**config.mk**
```make
export PLATFORM = sky130hd
export DESIGN_NAME = pfcc_regs
export DESIGN_NICKNAME = d
export VERILOG_FILES = /design/src/hdl/pfcc_pkg.sv /design/src/hdl/pfcc_wait_timer.sv /design/src/hdl/pfcc_regs.sv
export SDC_FILE = /design/constraint.sdc
export NUM_CORES = 1
export LEC_CHECK = 0
export ABC_AREA = 1
export BUFFER_PORTS_ARGS = -buffer_cell sky130_fd_sc_hd__buf_4
export CAP_MARGIN = 30
export CORE_ASPECT_RATIO = 0.7
export CORE_UTILIZATION = 52
export DETAILED_ROUTE_END_ITERATION = 10
export GPL_TIMING_DRIVEN = 0
export PLACE_DENSITY_LB_ADDON = 0.3
export SYNTH_ARGS = -nofsm -noshare
export SYNTH_HDL_FRONTEND = slang
export SYNTH_SLANG_ARGS = --single-unit
```
**constraint.sdc**
```tcl
create_clock -name mclk -period 2 [get_ports mclk]
set_clock_uncertainty 0.1 [all_clocks]
set_input_delay 0.1 -clock mclk [delete_from_list [all_inputs] [get_ports mclk]]
set_output_delay 0.1 -clock mclk [all_outputs]
set_load 0.02 [all_outputs]
```
**src/hdl/pfcc_pkg.sv**
```systemverilog
// ==========================================
// loop filter and calibration wait constants
package pfcc_pkg;
	// register offsets on the management port
	localparam logic [7:0] PFCC_ADDR_CAP1 = 8'h25;
	localparam logic [7:0] PFCC_ADDR_RES3 = 8'h26;
	localparam logic [7:0] PFCC_ADDR_CAP3 = 8'h27;
	localparam logic [7:0] PFCC_ADDR_CALW = 8'h2a;
	localparam logic [7:0] PFCC_ADDR_CSUM = 8'h2f;
	// field positions
	localparam int PFCC_CAP1_MSB = 2;
	localparam int PFCC_RES3_MSB = 6;
	localparam int PFCC_CAP3_MSB = 2;
	localparam int PFCC_CLSD_MSB = 3;
	localparam int PFCC_CLSD_LSB = 2;
	localparam int PFCC_OSC_MSB  = 1;
	// reset values
	localparam logic [2:0] PFCC_CAP1_RST = 3'h2;
	localparam logic [6:0] PFCC_RES3_RST = 7'h00;
	localparam logic [2:0] PFCC_CAP3_RST = 3'h7;
	localparam logic [1:0] PFCC_CLSD_RST = 2'h2;
	localparam logic [1:0] PFCC_OSC_RST  = 2'h1;
	localparam logic [7:0] PFCC_CSUM_RST = 8'h00;
	// memory image: words 0..4 hold cap1, res3, cap3, calw, checksum
	localparam logic [2:0] PFCC_NVM_LAST = 3'h4;
	// clock rate and settle waits
	localparam int unsigned PFCC_CLK_MHZ   = 200;
	localparam int unsigned PFCC_OSC_US0   = 20;
	localparam int unsigned PFCC_OSC_US1   = 400;
	localparam int unsigned PFCC_OSC_US2   = 4000;
	localparam int unsigned PFCC_OSC_US3   = 10000;
	localparam int unsigned PFCC_CLSD_US0  = 150;
	localparam int unsigned PFCC_CLSD_US1  = 300;
	localparam int unsigned PFCC_CLSD_US2  = 500;
	localparam int unsigned PFCC_CLSD_US3  = 2000;
	localparam int unsigned PFCC_OSC_CYC0  = PFCC_OSC_US0 * PFCC_CLK_MHZ;
	localparam int unsigned PFCC_OSC_CYC1  = PFCC_OSC_US1 * PFCC_CLK_MHZ;
	localparam int unsigned PFCC_OSC_CYC2  = PFCC_OSC_US2 * PFCC_CLK_MHZ;
	localparam int unsigned PFCC_OSC_CYC3  = PFCC_OSC_US3 * PFCC_CLK_MHZ;
	localparam int unsigned PFCC_CLSD_CYC0 = PFCC_CLSD_US0 * PFCC_CLK_MHZ;
	localparam int unsigned PFCC_CLSD_CYC1 = PFCC_CLSD_US1 * PFCC_CLK_MHZ;
	localparam int unsigned PFCC_CLSD_CYC2 = PFCC_CLSD_US2 * PFCC_CLK_MHZ;
	localparam int unsigned PFCC_CLSD_CYC3 = PFCC_CLSD_US3 * PFCC_CLK_MHZ;
endpackage

```
**src/hdl/pfcc_wait_timer.sv**
```systemverilog
`timescale 1ns/1ps
// ==========================================
// one-shot wait timer: done_q pulses len+1 cycles after start
module pfcc_wait_timer #(
	parameter int W = 22
) (
	input  wire logic         mclk,
	input  wire logic         rst_n,
	input  wire logic         start,   // load and run
	input  wire logic [W-1:0] len,     // wait in cycles, at least 1
	output logic              done_q   // one-cycle pulse at expiry
);
	logic [W-1:0] cnt_q, cnt_d;        // cycles left
	logic         run_q, run_d;        // counting
	logic         done_d;

	// next state of the counter
	always_comb begin
		cnt_d  = cnt_q;
		run_d  = run_q;
		done_d = 1'b0;
		if (start) begin
			cnt_d = len - W'(1);
			run_d = 1'b1;
		end else if (run_q) begin
			if (cnt_q == '0) begin
				run_d  = 1'b0;
				done_d = 1'b1;
			end else begin
				cnt_d = cnt_q - W'(1);
			end
		end
	end

	// registers
	always_ff @(posedge mclk or negedge rst_n) begin
		if (!rst_n) begin
			cnt_q  <= '0;
			run_q  <= 1'b0;
			done_q <= 1'b0;
		end else begin
			cnt_q  <= cnt_d;
			run_q  <= run_d;
			done_q <= done_d;
		end
	end
endmodule // pfcc_wait_timer

```
**src/hdl/pfcc_regs.sv**
```systemverilog
`timescale 1ns/1ps
// How it works
// - first loop capacitor code, bits 2:0, reset 2
// - third loop resistor code, bits 6:0, reset 0
// - third loop capacitor code, bits 2:0, reset 7
// - closed-loop settle code bits 3:2, reset 2
// - oscillator settle code bits 1:0, reset 1
// - read-only stored checksum byte, writes ignored
// - memory copied into registers after reset, on command
// - checksum mismatch during load sets flag
module pfcc_regs #(
	parameter int unsigned OSC_CYC [4]  = '{pfcc_pkg::PFCC_OSC_CYC0, pfcc_pkg::PFCC_OSC_CYC1,
		pfcc_pkg::PFCC_OSC_CYC2, pfcc_pkg::PFCC_OSC_CYC3},
	parameter int unsigned CLSD_CYC [4] = '{pfcc_pkg::PFCC_CLSD_CYC0, pfcc_pkg::PFCC_CLSD_CYC1,
		pfcc_pkg::PFCC_CLSD_CYC2, pfcc_pkg::PFCC_CLSD_CYC3},
	parameter int TW = 22
) (
	input  wire logic       mclk,
	input  wire logic       rst_n,
	input  wire logic [7:0] reg_addr,                    // register offset
	input  wire logic       reg_wr_en,                   // write strobe
	input  wire logic [7:0] reg_wdata,
	input  wire logic       reg_rd_en,                   // read strobe
	output logic      [7:0] reg_rdata_q,                 // data one cycle after read
	input  wire logic       mem_load_cmd,                // memory_to_register_load pulse
	output logic            nvm_rd_en_q,                 // memory word request
	output logic      [2:0] nvm_rd_addr_q,
	input  wire logic [7:0] nvm_rd_data,                 // valid cycle after request
	input  wire logic       cal_start,                   // calibration start pulse
	output logic      [2:0] first_loop_capacitor_code_q,
	output logic      [6:0] third_loop_resistor_code_q,
	output logic      [2:0] third_loop_capacitor_code_q,
	output logic      [1:0] closed_loop_settle_wait_q,
	output logic      [1:0] oscillator_settle_wait_q,
	output logic      [7:0] stored_checksum_byte_q,
	output logic            checksum_mismatch_flag_q,
	output logic            load_busy_q,                 // memory copy running
	output logic            cal_busy_q,
	output logic            cal_done_q                   // calibration complete pulse
);
	typedef enum logic [1:0] {LD_IDLE, LD_REQ, LD_WAIT, LD_CAP} pfcc_ld_e;
	typedef enum logic [1:0] {CAL_IDLE, CAL_OSC, CAL_CLSD} pfcc_cal_e;

	// ==========================================
	// register file and memory copy
	pfcc_ld_e   ld_q, ld_d;          // copy sequencer
	logic [2:0] idx_d;               // memory word index
	logic       pend_q, pend_d;      // load requested, reset sets it
	logic [7:0] sum_q, sum_d;        // xor of loaded config bytes
	logic [2:0] c1_d, c3_d;
	logic [6:0] r3_d;
	logic [1:0] clsd_d, osc_d;
	logic [7:0] csum_d, rdata_d;
	logic       flag_d, rd_en_d, busy_d;
	logic       wr_ok;               // software write accepted

	assign wr_ok = reg_wr_en && (ld_q == LD_IDLE);

	// next values of fields, sequencer and read data
	always_comb begin
		ld_d    = ld_q;
		idx_d   = nvm_rd_addr_q;
		pend_d  = pend_q | mem_load_cmd;
		sum_d   = sum_q;
		c1_d    = first_loop_capacitor_code_q;
		r3_d    = third_loop_resistor_code_q;
		c3_d    = third_loop_capacitor_code_q;
		clsd_d  = closed_loop_settle_wait_q;
		osc_d   = oscillator_settle_wait_q;
		csum_d  = stored_checksum_byte_q;
		flag_d  = checksum_mismatch_flag_q;
		rd_en_d = 1'b0;
		rdata_d = 8'h00;
		// software writes, reserved bits dropped
		if (wr_ok) begin
			if (reg_addr == pfcc_pkg::PFCC_ADDR_CAP1) begin
				c1_d = reg_wdata[pfcc_pkg::PFCC_CAP1_MSB:0];
			end else if (reg_addr == pfcc_pkg::PFCC_ADDR_RES3) begin
				r3_d = reg_wdata[pfcc_pkg::PFCC_RES3_MSB:0];
			end else if (reg_addr == pfcc_pkg::PFCC_ADDR_CAP3) begin
				c3_d = reg_wdata[pfcc_pkg::PFCC_CAP3_MSB:0];
			end else if (reg_addr == pfcc_pkg::PFCC_ADDR_CALW) begin
				clsd_d = reg_wdata[pfcc_pkg::PFCC_CLSD_MSB:pfcc_pkg::PFCC_CLSD_LSB];
				osc_d  = reg_wdata[pfcc_pkg::PFCC_OSC_MSB:0];
			end
			// checksum offset: write has no effect
		end
		// reads return zero while a copy runs or for unmapped offsets
		if (reg_rd_en && ld_q == LD_IDLE) begin
			if (reg_addr == pfcc_pkg::PFCC_ADDR_CAP1) begin
				rdata_d = {5'h00, first_loop_capacitor_code_q};
			end else if (reg_addr == pfcc_pkg::PFCC_ADDR_RES3) begin
				rdata_d = {1'b0, third_loop_resistor_code_q};
			end else if (reg_addr == pfcc_pkg::PFCC_ADDR_CAP3) begin
				rdata_d = {5'h00, third_loop_capacitor_code_q};
			end else if (reg_addr == pfcc_pkg::PFCC_ADDR_CALW) begin
				rdata_d = {4'h0, closed_loop_settle_wait_q, oscillator_settle_wait_q};
			end else if (reg_addr == pfcc_pkg::PFCC_ADDR_CSUM) begin
				rdata_d = stored_checksum_byte_q;
			end
		end
		// copy sequencer: request, wait, capture, for words 0..4
		case (ld_q)
			LD_IDLE: begin
				if (pend_q) begin
					pend_d = mem_load_cmd;
					idx_d  = 3'h0;
					sum_d  = 8'h00;
					flag_d = 1'b0;
					ld_d   = LD_REQ;
				end
			end
			LD_REQ: begin
				rd_en_d = 1'b1;
				ld_d    = LD_WAIT;
			end
			LD_WAIT: begin
				ld_d = LD_CAP;
			end
			LD_CAP: begin
				case (nvm_rd_addr_q)
					3'h0: c1_d = nvm_rd_data[pfcc_pkg::PFCC_CAP1_MSB:0];
					3'h1: r3_d = nvm_rd_data[pfcc_pkg::PFCC_RES3_MSB:0];
					3'h2: c3_d = nvm_rd_data[pfcc_pkg::PFCC_CAP3_MSB:0];
					3'h3: begin
						clsd_d = nvm_rd_data[pfcc_pkg::PFCC_CLSD_MSB:pfcc_pkg::PFCC_CLSD_LSB];
						osc_d  = nvm_rd_data[pfcc_pkg::PFCC_OSC_MSB:0];
					end
					default: csum_d = nvm_rd_data;
				endcase
				if (nvm_rd_addr_q == pfcc_pkg::PFCC_NVM_LAST) begin
					flag_d = (sum_q != nvm_rd_data);
					ld_d   = LD_IDLE;
				end else begin
					sum_d = sum_q ^ nvm_rd_data;
					idx_d = nvm_rd_addr_q + 3'h1;
					ld_d  = LD_REQ;
				end
			end
			default: ld_d = LD_IDLE;
		endcase
		busy_d = (ld_d != LD_IDLE);
	end

	// registers of the file and sequencer
	always_ff @(posedge mclk or negedge rst_n) begin
		if (!rst_n) begin
			ld_q                        <= LD_IDLE;
			pend_q                      <= 1'b1;
			sum_q                       <= 8'h00;
			nvm_rd_en_q                 <= 1'b0;
			nvm_rd_addr_q               <= 3'h0;
			first_loop_capacitor_code_q <= pfcc_pkg::PFCC_CAP1_RST;
			third_loop_resistor_code_q  <= pfcc_pkg::PFCC_RES3_RST;
			third_loop_capacitor_code_q <= pfcc_pkg::PFCC_CAP3_RST;
			closed_loop_settle_wait_q   <= pfcc_pkg::PFCC_CLSD_RST;
			oscillator_settle_wait_q    <= pfcc_pkg::PFCC_OSC_RST;
			stored_checksum_byte_q      <= pfcc_pkg::PFCC_CSUM_RST;
			checksum_mismatch_flag_q    <= 1'b0;
			reg_rdata_q                 <= 8'h00;
			load_busy_q                 <= 1'b0;
		end else begin
			ld_q                        <= ld_d;
			pend_q                      <= pend_d;
			sum_q                       <= sum_d;
			nvm_rd_en_q                 <= rd_en_d;
			nvm_rd_addr_q               <= idx_d;
			first_loop_capacitor_code_q <= c1_d;
			third_loop_resistor_code_q  <= r3_d;
			third_loop_capacitor_code_q <= c3_d;
			closed_loop_settle_wait_q   <= clsd_d;
			oscillator_settle_wait_q    <= osc_d;
			stored_checksum_byte_q      <= csum_d;
			checksum_mismatch_flag_q    <= flag_d;
			reg_rdata_q                 <= rdata_d;
			load_busy_q                 <= busy_d;
		end
	end

	// ==========================================
	// calibration settle waits
	pfcc_cal_e    cal_q, cal_d;
	logic         tmr_start, tmr_done, done_d, cbusy_d;
	logic [TW-1:0] tmr_len;
	logic [1:0]   cosc_q, cosc_d, cclsd_q, cclsd_d; // codes latched at start

	// oscillator wait first, then closed-loop wait
	always_comb begin
		cal_d     = cal_q;
		cosc_d    = cosc_q;
		cclsd_d   = cclsd_q;
		tmr_start = 1'b0;
		tmr_len   = TW'(OSC_CYC[oscillator_settle_wait_q]);
		done_d    = 1'b0;
		case (cal_q)
			CAL_IDLE: begin
				if (cal_start) begin
					cosc_d    = oscillator_settle_wait_q;
					cclsd_d   = closed_loop_settle_wait_q;
					tmr_start = 1'b1;
					cal_d     = CAL_OSC;
				end
			end
			CAL_OSC: begin
				tmr_len = TW'(CLSD_CYC[cclsd_q]);
				if (tmr_done) begin
					tmr_start = 1'b1;
					cal_d     = CAL_CLSD;
				end
			end
			CAL_CLSD: begin
				if (tmr_done) begin
					done_d = 1'b1;
					cal_d  = CAL_IDLE;
				end
			end
			default: cal_d = CAL_IDLE;
		endcase
		cbusy_d = (cal_d != CAL_IDLE);
	end

	// calibration registers
	always_ff @(posedge mclk or negedge rst_n) begin
		if (!rst_n) begin
			cal_q      <= CAL_IDLE;
			cosc_q     <= 2'h0;
			cclsd_q    <= 2'h0;
			cal_busy_q <= 1'b0;
			cal_done_q <= 1'b0;
		end else begin
			cal_q      <= cal_d;
			cosc_q     <= cosc_d;
			cclsd_q    <= cclsd_d;
			cal_busy_q <= cbusy_d;
			cal_done_q <= done_d;
		end
	end

	pfcc_wait_timer #(.W(TW)) u_tmr (
		.mclk   (mclk),
		.rst_n  (rst_n),
		.start  (tmr_start),
		.len    (tmr_len),
		.done_q (tmr_done)
	);

	// ==========================================
	// checks
	int unsigned cal_cnt_q;  // cycles since calibration start
	always_ff @(posedge mclk or negedge rst_n) begin
		if (!rst_n) begin
			cal_cnt_q <= 0;
		end else if (cal_q == CAL_IDLE && cal_start) begin
			cal_cnt_q <= 1;
		end else if (cal_busy_q) begin
			cal_cnt_q <= cal_cnt_q + 1;
		end
	end
	wire idle_wr = reg_wr_en && !load_busy_q && ld_q == LD_IDLE;

	property p_cap1_wr;
		@(posedge mclk) disable iff (!rst_n)
		idle_wr && reg_addr == pfcc_pkg::PFCC_ADDR_CAP1 && !pend_q
		|=> first_loop_capacitor_code_q == $past(reg_wdata[2:0]);
	endproperty
	a_cap1_wr: assert property (p_cap1_wr) else $error("cap1 write lost");
	property p_res3_rd;
		@(posedge mclk) disable iff (!rst_n)
		reg_rd_en && !load_busy_q && ld_q == LD_IDLE && reg_addr == pfcc_pkg::PFCC_ADDR_RES3
		|=> reg_rdata_q == {1'b0, $past(third_loop_resistor_code_q)};
	endproperty
	a_res3_rd: assert property (p_res3_rd) else $error("res3 readback wrong");
	property p_cap3_wr;
		@(posedge mclk) disable iff (!rst_n)
		idle_wr && reg_addr == pfcc_pkg::PFCC_ADDR_CAP3 && !pend_q
		|=> third_loop_capacitor_code_q == $past(reg_wdata[2:0]);
	endproperty
	a_cap3_wr: assert property (p_cap3_wr) else $error("cap3 write lost");
	// readback of the third capacitor code keeps reserved bits at zero
	property p_cap3_rd;
		@(posedge mclk) disable iff (!rst_n)
		reg_rd_en && ld_q == LD_IDLE && reg_addr == pfcc_pkg::PFCC_ADDR_CAP3
		|=> reg_rdata_q == {5'h00, $past(third_loop_capacitor_code_q)};
	endproperty
	a_cap3_rd: assert property (p_cap3_rd) else $error("cap3 readback wrong");
	property p_clsd_wr;
		@(posedge mclk) disable iff (!rst_n)
		idle_wr && reg_addr == pfcc_pkg::PFCC_ADDR_CALW && !pend_q
		|=> closed_loop_settle_wait_q == $past(reg_wdata[3:2]);
	endproperty
	a_clsd_wr: assert property (p_clsd_wr) else $error("closed wait write lost");
	property p_osc_wr;
		@(posedge mclk) disable iff (!rst_n)
		idle_wr && reg_addr == pfcc_pkg::PFCC_ADDR_CALW && !pend_q
		|=> oscillator_settle_wait_q == $past(reg_wdata[1:0]);
	endproperty
	a_osc_wr: assert property (p_osc_wr) else $error("osc wait write lost");
	property p_csum_ro;
		@(posedge mclk) disable iff (!rst_n)
		ld_q == LD_IDLE && !pend_q |=> $stable(stored_checksum_byte_q);
	endproperty
	a_csum_ro: assert property (p_csum_ro) else $error("checksum byte changed");
	property p_load;
		@(posedge mclk) disable iff (!rst_n)
		mem_load_cmd ##1 ld_q == LD_IDLE |=> load_busy_q ##14 load_busy_q ##1 !load_busy_q;
	endproperty
	a_load: assert property (p_load) else $error("memory copy not run");
	property p_flag;
		@(posedge mclk) disable iff (!rst_n)
		ld_q == LD_CAP && nvm_rd_addr_q == pfcc_pkg::PFCC_NVM_LAST
		|=> checksum_mismatch_flag_q == ($past(sum_q) != $past(nvm_rd_data)) && !load_busy_q;
	endproperty
	a_flag: assert property (p_flag) else $error("mismatch flag wrong");
	property p_cal;
		@(posedge mclk) disable iff (!rst_n)
		cal_done_q |-> cal_cnt_q == OSC_CYC[cosc_q] + CLSD_CYC[cclsd_q] + 3;
	endproperty
	a_cal: assert property (p_cal) else $error("calibration wait length wrong");

	c_load: cover property (@(posedge mclk) disable iff (!rst_n) $fell(load_busy_q));
	c_flag: cover property (@(posedge mclk) disable iff (!rst_n) $rose(checksum_mismatch_flag_q));
	c_cal:  cover property (@(posedge mclk) disable iff (!rst_n) cal_done_q);
endmodule // pfcc_regs

```
# == After elaboration in Yosys (flattened, before gate mapping) ==
# Index checks and enable logic that the tools add are counted.
# word_totals
ff_bits,80
inputBits,30
output_inout_bits,41
# classes
n_addsub,3
magnitude_cmp,2
n_eq_ne,19
n_mux,74
n_bitwise,5
n_reduce_logical,16
# op_table
cell,n
22-bit two-way mux,8
32-bit binary-select mux with 2-bit select,2
8-bit two-way mux,8
22-bit by 1-bit subtractor with 22-bit output (second input constant),2
8-bit by 6-bit equality test with 1-bit output (second input constant),5
2-bit two-way mux,18
3-bit two-way mux,12
7-bit two-way mux,5
22-bit logical NOT,1
8-bit one-hot mux with 2 select lines,1
1-bit two-way mux,15
2-bit != test (second input constant),4
8-bit != test,1
2-bit one-hot mux with 4 select lines,1
2-bit nonzero test,4
8-bit XOR,1
2-bit equality test (second input constant),3
3-bit by 2-bit equality test with 1-bit output (second input constant),2
3-bit >= comparator (second input constant),2
2-bit NOT with 3-bit output,2
2-bit one-hot mux with 3 select lines,1
3-bit one-hot mux with 2 select lines,1
2-bit AND reduction,3
3-bit AND reduction,2
11 further kinds,15

# == Logic depth before layout (Yosys ltp) ==
# Gate-level depths: netlist (run 1).
# logic_depth
depth_word,8
depth_mapped,16
mapped_depth_nobuf,16

# == Hierarchy ==
# From an unflattened synthesis (run 1), not the netlist that was laid out.
# hier_totals
hier_cells,752
hier_area_um2,5321.4
# by_module_without_submodules
module,instances,cells_each,area_per_inst_um2
pfcc_regs,1,416,3324.4
pfcc_wait_timer,1,336,1996.9

# == Worst setup path before layout (run 1) ==
# No wires, ideal clock.
# synth_timing
kind,reg-to-reg
from,reg oscillator_settle_wait_q[0]
to,reg u_tmr.cnt_q[16]
setup_time_ns,0.117
t_arrival_ns,1.831
required_time_ns,1.783
setup_slack_ns,-0.047
path_stages_with_launch,17
period_less_slack_ns,2.047
path_cell_list,dfstp_2 -> inv_1 -> ha_1 -> nor2_1 -> nand2_1 -> nand2_1 -> nand2_1 -> nand2_1 -> inv_1 -> nor2_4 -> nand2_1 -> nor2_1 -> nand2_1 -> nand2_1 -> nand2_1 -> nand2_1 -> nand2_1
# synth_between
elab_chain_len,7
# synth_rtl
element,line_no,source
start: declaration,pfcc_regs.sv:34,"output logic [1:0] oscillator_settle_wait_q,"
start signal: assignment,pfcc_regs.sv:157,oscillator_settle_wait_q <= pfcc_pkg::PFCC_OSC_RST;
start signal: assignment,pfcc_regs.sv:172,oscillator_settle_wait_q <= osc_d;
2-bit NOT with 3-bit output (not written as such),pfcc_regs.sv:193,tmr_len = TW'(OSC_CYC[oscillator_settle_wait_q]);
32-bit binary-select mux with 2-bit select,pfcc_regs.sv:193,
22-bit two-way mux (not written as such) (2 in series),pfcc_regs.sv:193,
22-bit two-way mux,pfcc_regs.sv:195,case (cal_q)
22-bit by 1-bit subtractor with 22-bit output,pfcc_wait_timer.sv:23,cnt_d = len - W'(1);
22-bit two-way mux,pfcc_wait_timer.sv:22,if (start) begin
end signal: assignment,pfcc_wait_timer.sv:42,cnt_q <= cnt_d;
end: declaration,pfcc_wait_timer.sv:13,"logic [W-1:0] cnt_q, cnt_d;"
# No other way between the ends. The select of a mux whose other input is x is not followed.
# A chain may end at the register's enable or synchronous reset.

# == Worst setup path in the final report (run 1) ==
# layout_timing
from,reg cal_q[1]
to,reg u_tmr.cnt_q[9]
# layout_between
elab_chain_len,4
# layout_rtl
element,line_no,source
start: declaration,pfcc_regs.sv:182,"pfcc_cal_e cal_q, cal_d;"
start signal: assignment,pfcc_regs.sv:231,cal_q <= cal_d;
2-bit by 1-bit equality test with 1-bit output / 2-bit logical NOT (equally long branches),pfcc_regs.sv:195,
22-bit two-way mux / 1-bit one-hot mux with 2 select lines (equally long branches),pfcc_regs.sv:195,
"22-bit by 1-bit subtractor with 22-bit output, or another cell as far along",pfcc_wait_timer.sv:23,
22-bit two-way mux / 2-bit AND reduction (equally long branches),--,
# Several ways; a longest one is shown, not always the timed one.

==> results of run 1 <==
[metal layers]
metal | wire length (um) | vias up | part of all wire (%)
li1 | - | 2345 | -
met1 | 6570 | 2505 | 39
met2 | 7450 | 450 | 44
met3 | 2140 | 105 | 13
met4 | 788 | 0 | 4.6
met5 | 0 | - | 0
[stage by stage]
| step | worst slack, ns | utilization (%) |
|---|---|---|
| 2_1_floorplan | 0.00439 | - |
| 3_3_place_gp | -0.438 | 62.7 |
| 3_5_place_dp | -0.438 | 63.1 |
| 4_1_cts | -0.0294 | 72.2 |
| 5_1_grt | -0.295 | 77.0 |
| 6_report | -0.157 | 77.0 |
[layout by cell type, fill, tap and decap left out, drive strengths merged]
| cell type | count |
|---|---|
| a21o | 1 |
| a21oi | 6 |
| a31oi | 5 |
| and3 | 1 |
| buf | 109 |
| clkbuf | 16 |
| clkinv | 2 |
| clkinvlp | 1 |
| dfrtp | 73 |
| dfstp | 7 |
| dlygate4sd3 | 15 |
| ha | 17 |
| inv | 77 |
| mux2 | 2 |
| nand2 | 204 |
| nand3 | 50 |
| nand3b | 6 |
| nand4 | 6 |
| nor2 | 64 |
| nor3 | 14 |
| nor3b | 1 |
| o2111ai | 4 |
| o211ai | 12 |
| o21ai | 61 |
| o221ai | 1 |
| o22ai | 5 |
| o31ai | 1 |
| or2 | 2 |
| xnor2 | 9 |
| xor2 | 4 |
[worst max-delay path, cell delays in order, from the launching register on]
cell and delay [ns]:
dfrtp_2 0.46, inv_4 0.09, nand3_4 0.14, buf_4 0.21
nand3_1 0.10, nand2_1 0.13, nor2_4 0.21, nand2_1 0.18
nor2_4 0.19, nand3_1 0.12, a31oi_1 0.15
[how the worst min path moves through the flow]
stage                         startpoint                           end  slack, ns
final                       reg_wdata[3]  closed_loop_settle_wait_q[1]       0.03
after global routing      nvm_rd_data[0]   oscillator_settle_wait_q[0]       0.03
after floorplan                    rst_n                    cal_busy_q      -0.30
after CTS                 nvm_rd_data[0]   oscillator_settle_wait_q[0]     0.0007
after detailed placement           rst_n                       ld_q[0]      -0.07
after global placement      mem_load_cmd                        pend_q       0.18
[registers in the layout, summed over array words and instances (netlist names), 3 cells and up]
name                         count
sum_q                            8
stored_checksum_byte_q           8
third_loop_resistor_code_q       7
u_tmr.cnt_q                     22
nvm_rd_addr_q                    3
first_loop_capacitor_code_q      3
third_loop_capacitor_code_q      3
reg_rdata_q                      8
[layout make-up]
type / instances / area, sq um / area share [%]
Clock buffer: 13 / 260 / 3.90
Inverter: 77 / 304 / 4.56
Timing Repair Buffer: 115 / 936 / 14.0
Buffer: 12 / 87.6 / 1.31
Tap cell: 120 / 150 / 2.25
Multi-Input combinational cell: 476 / 2900 / 43.4
Clock inverter: 3 / 17.5 / 0.263
Sequential cell: 80 / 2020 / 30.2
[what timing repair did]
item / in CTS / in global routing
endpoints found under the hold margin: 92 / 0
buffers inserted: 18 / 12
hold buffers: 15 / 0
gates cloned: 1 / 0
setup endpoints to repair: 40 / 46
resized for setup: 67 / 88
pin swaps: 14 / 27
[cells by family (layout without fill, tap and decap cells)]
family | after synthesis | after routing | share of synthesized area (%)
AO/OA/AOI/OAI | 96 | 96 | 11.5
XOR/XNOR | 13 | 13 | 2.40
adder cells (fa/ha/maj) | 17 | 17 | 4.48
buffers and inverters | 89 | 220 | 7.58
flip-flops | 80 | 80 | 42.3
multiplexers | 2 | 2 | 0.474
AND/OR/NAND/NOR | 347 | 348 | 31.2
[power breakdown]
part           switching, mW  internal [mW]  total, mW
registers              0.338           2.04       2.37
logic                   1.47          0.951       2.42
clock network          0.663          0.905       1.57
==> flow_summary_export.csv, run 1 <==
group,metric,value,unit
power_and_ir_drop,powerDensity,955,nW/um^2
setup_path,arrival,2.32,ns
layout,instances_no_fill,896,
route,drt_iter0_drc,863,
logic_synthesis,netlist_area,4750,sq um
logic_synthesis,yosysSeqAreaShare,42.3,%
route,vias,5405,
route,wl,17000,um
setup_path,rr_endpoint,"u_tmr.cnt_q[9]",
logic_synthesis,synth_cell_type_count,36,
power_and_ir_drop,leakagePower,3.22,nW
placed_design,placed_cells,834,
clocking,clkLatencyLatePin,0.35,ns
logic_synthesis,synth_commonest_cells,"198 x nand2_1, 73 x dfrtp_1, 72 x inv_1, 57 x nor2_1, 56 x o21ai_0",
timing,worst_pin_slew,1.16,ns
die,die_w,116,um
hold_path,hp-class,"in -> reg",
setup_path,cp-end-kind,"register",
die,dieArea,9530,sq um
global_route,grt_pass1_wl,23500,um
setup_path,cp_max_fo,6,
route,vias_per_cell,6.03,
logic_synthesis,synth.top_cells.by_area,"dfrtp_1 38%, nand2_1 16%, o21ai_0 5.9%, inv_1 5.7%, nand3_1 5.2%",
logic_synthesis,synthCells,644,
placed_design,place_hpwl,10200,um
setup_path,r2r_start,"cal_q[1]",
global_route,busiest_layer,"met2",
clocking,clk_pin_slew,0.06,ns
timing,holdWs,0.0315,ns
clocking,ctsHtreeMaxLevel,3,
logic_synthesis,ys_ff_latch,80,
die,initial_core_util,54.9,%
timing,slew_viol_final,0,
global_route,grt_use_met2,51.1,%
timing,period_minus_slack,2.16,ns
hold_path,hold_path_depth,5,
global_route,grt_use_total,32.9,%
logic_synthesis,avgSynthCellArea,7.38,sq um
timing,fmax,0.464,GHz
timing,setup_viol,16,
layout,post-route-cell-area,6670,sq um
logic_synthesis,yosysMostFrequentCell,"nand2_1",
clocking,cts_sinks,80,
setup_path,critPathKind,"reg -> reg",
logic_synthesis,synth_edf_count,0,
power_and_ir_drop,ir_drop,0.873,mV
timing,post-route-period-util,108,%
die,die_h,82.0,um
placed_design,place.gp.congestion,1.04,
run_status,status,"finished, violations left",
route,drt-pass1-iter-count,7,
setup_path,critPathLaunchType,"register",
power_and_ir_drop,finalPower,6.36,mW
setup_path,cp-endpoint,"u_tmr.cnt_q[9]",
logic_synthesis,synth_ff_type,"dfrtp_1",
die,ioPinCount,71,
route,final_antenna_net_count,0,
clocking,tritoncts,"built",
timing,finalSetupTns,-1.39,ns
die,core,8650,sq um
global_route,grt_antenna_before_repair,0,
timing,max_slew_margin,22.1,%
route,drc,0,
global_route,grt_pass1_vias,4797,
layout,drive_gt1_share,31.3,%
global_route,grt_use_met1,43.8,%
placed_design,dpl_cell_area,5460,sq um
global_route,grt_use_met3,10.3,%
global_route,grt_max_degree,58,
logic_synthesis,synth_area_leader_cell,"dfrtp_1",
logic_synthesis,syn-num-nets,691,
layout,area_growth,40.3,%
setup_path,startpoint,"cal_q[1]",
layout,antenna_cells,0,
timing,rsz0062_at_grt,"yes",
run_status,violations,"negative setup slack",
setup_path,reg2reg_setup_slack,-0.16,ns
setup_path,critical_path_required,2.17,ns
timing,worst_slack,-0.157,ns
timing,final_hold_viol_count,0,
logic_synthesis,ys.warnings.count,0,
logic_synthesis,synth_top_area_share,38.5,%
global_route,grt_overflow,0,
setup_path,worstRegToRegCells,10,
clocking,numCtsBuffers,9,
layout,nFillCells,558,
placed_design,numPortBuffers,69,
layout,fin_nets,818,
logic_synthesis,ys_async_sr_fraction,100,%
route,drt-wirelength-per-cell,18.9,um
job,cap_violations,0,
clocking,cts-root-to-sink-buffers,2,
clocking,cts_root_buf,"clkbuf_16",
die,fp-row-count,28,
(Power assumes the default switching activity.)
==> run 2, diff against run 1 <==
Settings changed: CORE_UTILIZATION 52 to 53, SYNTH_HIERARCHICAL set to 1.
==> flow_summary_export.csv, run 2 <==
group,metric,value,unit
run_status,status,"finished, violations left",
run_status,violations,"negative setup slack",
placed_design,placed_cells,954,
logic_synthesis,ys.warnings.count,6,
setup_path,critPathLaunchType,"register",
clocking,clk_pin_slew,0.07,ns
logic_synthesis,yosysMostFrequentCell,"nand2_1",
setup_path,critical_path_required,2.13,ns
setup_path,worstRegToRegCells,15,
global_route,grt_use_total,30.9,%
power_and_ir_drop,powerDensity,976,nW/um^2
timing,rsz0062_at_grt,"yes",
global_route,grt_pass1_wl,24600,um
logic_synthesis,ys_async_sr_fraction,100,%
logic_synthesis,avgSynthCellArea,7.08,sq um
die,ioPinCount,71,
die,core,9720,sq um
route,vias,5571,
clocking,cts_sinks,80,
global_route,grt_pass1_vias,4838,
layout,fin_util,76.6,%
layout,antenna_cells,0,
die,initial_core_util,54.7,%
clocking,ctsHtreeMaxLevel,3,
logic_synthesis,synth_edf_count,0,
layout,largest-register,"u_tmr/cnt_q",
power_and_ir_drop,finalPower,7.27,mW
hold_path,hold_path_depth,4,
placed_design,dpl_cell_area,6090,sq um
logic_synthesis,synth_commonest_cells,"261 x nand2_1, 97 x inv_1, 73 x dfrtp_1, 61 x nor2_1, 54 x nand3_1",
route,vias_per_cell,5.44,
global_route,grt_overflow,0,
route,drt-pass1-iter-count,5,
logic_synthesis,synthCells,752,
setup_path,critPathTopFamily,"simple AND/OR/NAND/NOR gates",
setup_path,cp_num_cells,15,
route,final_antenna_net_count,0,
logic_synthesis,synth_cell_type_count,38,
placed_design,dp_slack,-0.647,ns
logic_synthesis,synth.top_cells.by_area,"dfrtp_1 34%, nand2_1 18%, inv_1 6.8%, nand3_1 5.1%, ha_1 4.9%",
timing,final_hold_viol_count,0,
power_and_ir_drop,leakagePower,3.76,nW
logic_synthesis,yosysSeqAreaShare,37.8,%
die,die_w,122,um
setup_path,arrival,2.51,ns
timing,fmax,0.419,GHz
clocking,cts_root_buf,"clkbuf_16",
layout,post-route-cell-area,7440,sq um
timing,post-route-period-util,119,%
setup_path,path_common_cell,"nor2_4",
placed_design,place.gp.congestion,0.948,
layout,layout.cells.most_common_list,"207 x nand2_1, 93 x buf_4, 88 x inv_1",
timing,finalSetupTns,-6.41,ns
hold_path,hp-class,"in -> reg",
route,wl,17000,um
die,fp-row-count,30,
setup_path,cpPeakStageDelay,0.37,ns
global_route,grt_antenna_before_repair,0,
job,cap_violations,0,
setup_path,critPathBufInv,3,
placed_design,place_hpwl,11200,um
timing,setup_viol,24,
layout,fin_nets,942,
timing,worst_slack,-0.384,ns
setup_path,cp-end-kind,"register",
logic_synthesis,synth_top_area_share,34.3,%
clocking,clkLatencyLatePin,0.34,ns
clocking,cts-root-to-sink-buffers,2,
logic_synthesis,ys_ff_latch,80,
logic_synthesis,synth_area_leader_cell,"dfrtp_1",
setup_path,critPathSlowestCell,"dfrtp_1",
layout,area_growth,39.9,%
layout,final_common_cell,"nand2_1",
setup_path,cp_max_fo,5,
clocking,numCtsBuffers,9,
timing,slew_viol_final,0,
clocking,tritoncts,"built",
timing,holdWs,0.0696,ns
layout,drive_gt1_share,33.8,%
layout,largest_register_ffs,22,
global_route,grt_max_degree,56,
timing,period_minus_slack,2.38,ns
route,drc,0,
die,die_h,85.8,um
route,drt_iter0_drc,646,
placed_design,numPortBuffers,69,
setup_path,cp_cell_sequence,"inv_2, nor2_4, nand2_2, nand2_2, buf_6, buf_8, nand2_1, o21ai_4, ha_4, nand3_4, nor2_4, nand2_4, nor2_4, xor2_1, o21ai_1",
die,dieArea,10500,sq um
setup_path,critPathKind,"reg -> reg",
layout,instances_no_fill,1024,
route,drt-wirelength-per-cell,16.6,um
logic_synthesis,netlist_area,5320,sq um
power_and_ir_drop,ir_drop,0.743,mV
logic_synthesis,synth_ff_type,"dfrtp_1",
run 2: cell types whose count changed after synthesis, sizes merged, moves of 9 or more:
cell    change
a21oi      +13
o211ai     -10
nor2       +14
nand2      +68
inv        +29
buf         +9
nor3       -11
run 2: where the power goes:
part / internal [mW] / switching, mW
Clock: 1.13 / 0.686
Combinational: 1.18 / 1.84
Sequential: 2.06 / 0.376
run 2: what timing repair did:
item                                    CTS  global route
cloned                                    0             3
pin swaps                                22            43
hold buffers                             18             0
setup buffers                            20            16
hold endpoints to repair                100             0
gates resized for setup                  54           123
endpoints found under the setup margin   23            26
run 2: layout make-up:
class	count	area [sq um]
plain buffers	15	183
inverters	107	424
fillers	665	2280
multi-input cells	552	3210
well taps	128	160
flip-flops and latches	80	2010
clock buffers	11	243
repair buffers	126	1130
clock inverters	5	80.1
run 2: cells by family (layout without fill, tap and decap cells):
kind of cell,Yosys count,count (layout),synth area share (%)
flip-flops,80,80,37.8
other,1,5,0.0705
adder cells (fa/ha/maj),21,21,4.94
XOR/XNOR,14,14,2.30
AND/OR/NAND/NOR,419,419,34.2
buffers and inverters,124,264,10.1
AO/OA/AOI/OAI,93,93,10.6
run 2: worst register-to-register path, stage by stage, from the launching register on:
cell and delay [ns]:
dfrtp_1 0.37, inv_2 0.06, nor2_4 0.11, nand2_2 0.07, nand2_2 0.08, buf_6 0.14
buf_8 0.12, nand2_1 0.09, o21ai_4 0.09, ha_4 0.18, nand3_4 0.07, nor2_4 0.20
nand2_4 0.09, nor2_4 0.21, xor2_1 0.20, o21ai_1 0.09
run 2: per-layer routing:
layer  vias up  GRT usage, %  wire [um]
met5         -             0          0
met4         0          8.31        243
met3        40          8.98       1810
met2       340          42.6       7510
met1      2568          46.5       7460
li1       2623             -          -
run 2: final timing paths:
path                            startpoint                              to  slack [ns]
setup / recovery                  cal_q[0]                 u_tmr/cnt_q[10]       -0.38
hold / removal                   cal_start                      cclsd_q[1]        0.07
setup reg to reg                  cal_q[0]                 u_tmr/cnt_q[10]       -0.38
hold reg to reg            u_tmr/cnt_q[17]                 u_tmr/cnt_q[17]        0.39
max in group asynchronous            rst_n  third_loop_capacitor_code_q[1]        1.05
min in group asynchronous            rst_n                  u_tmr/cnt_q[5]        0.11
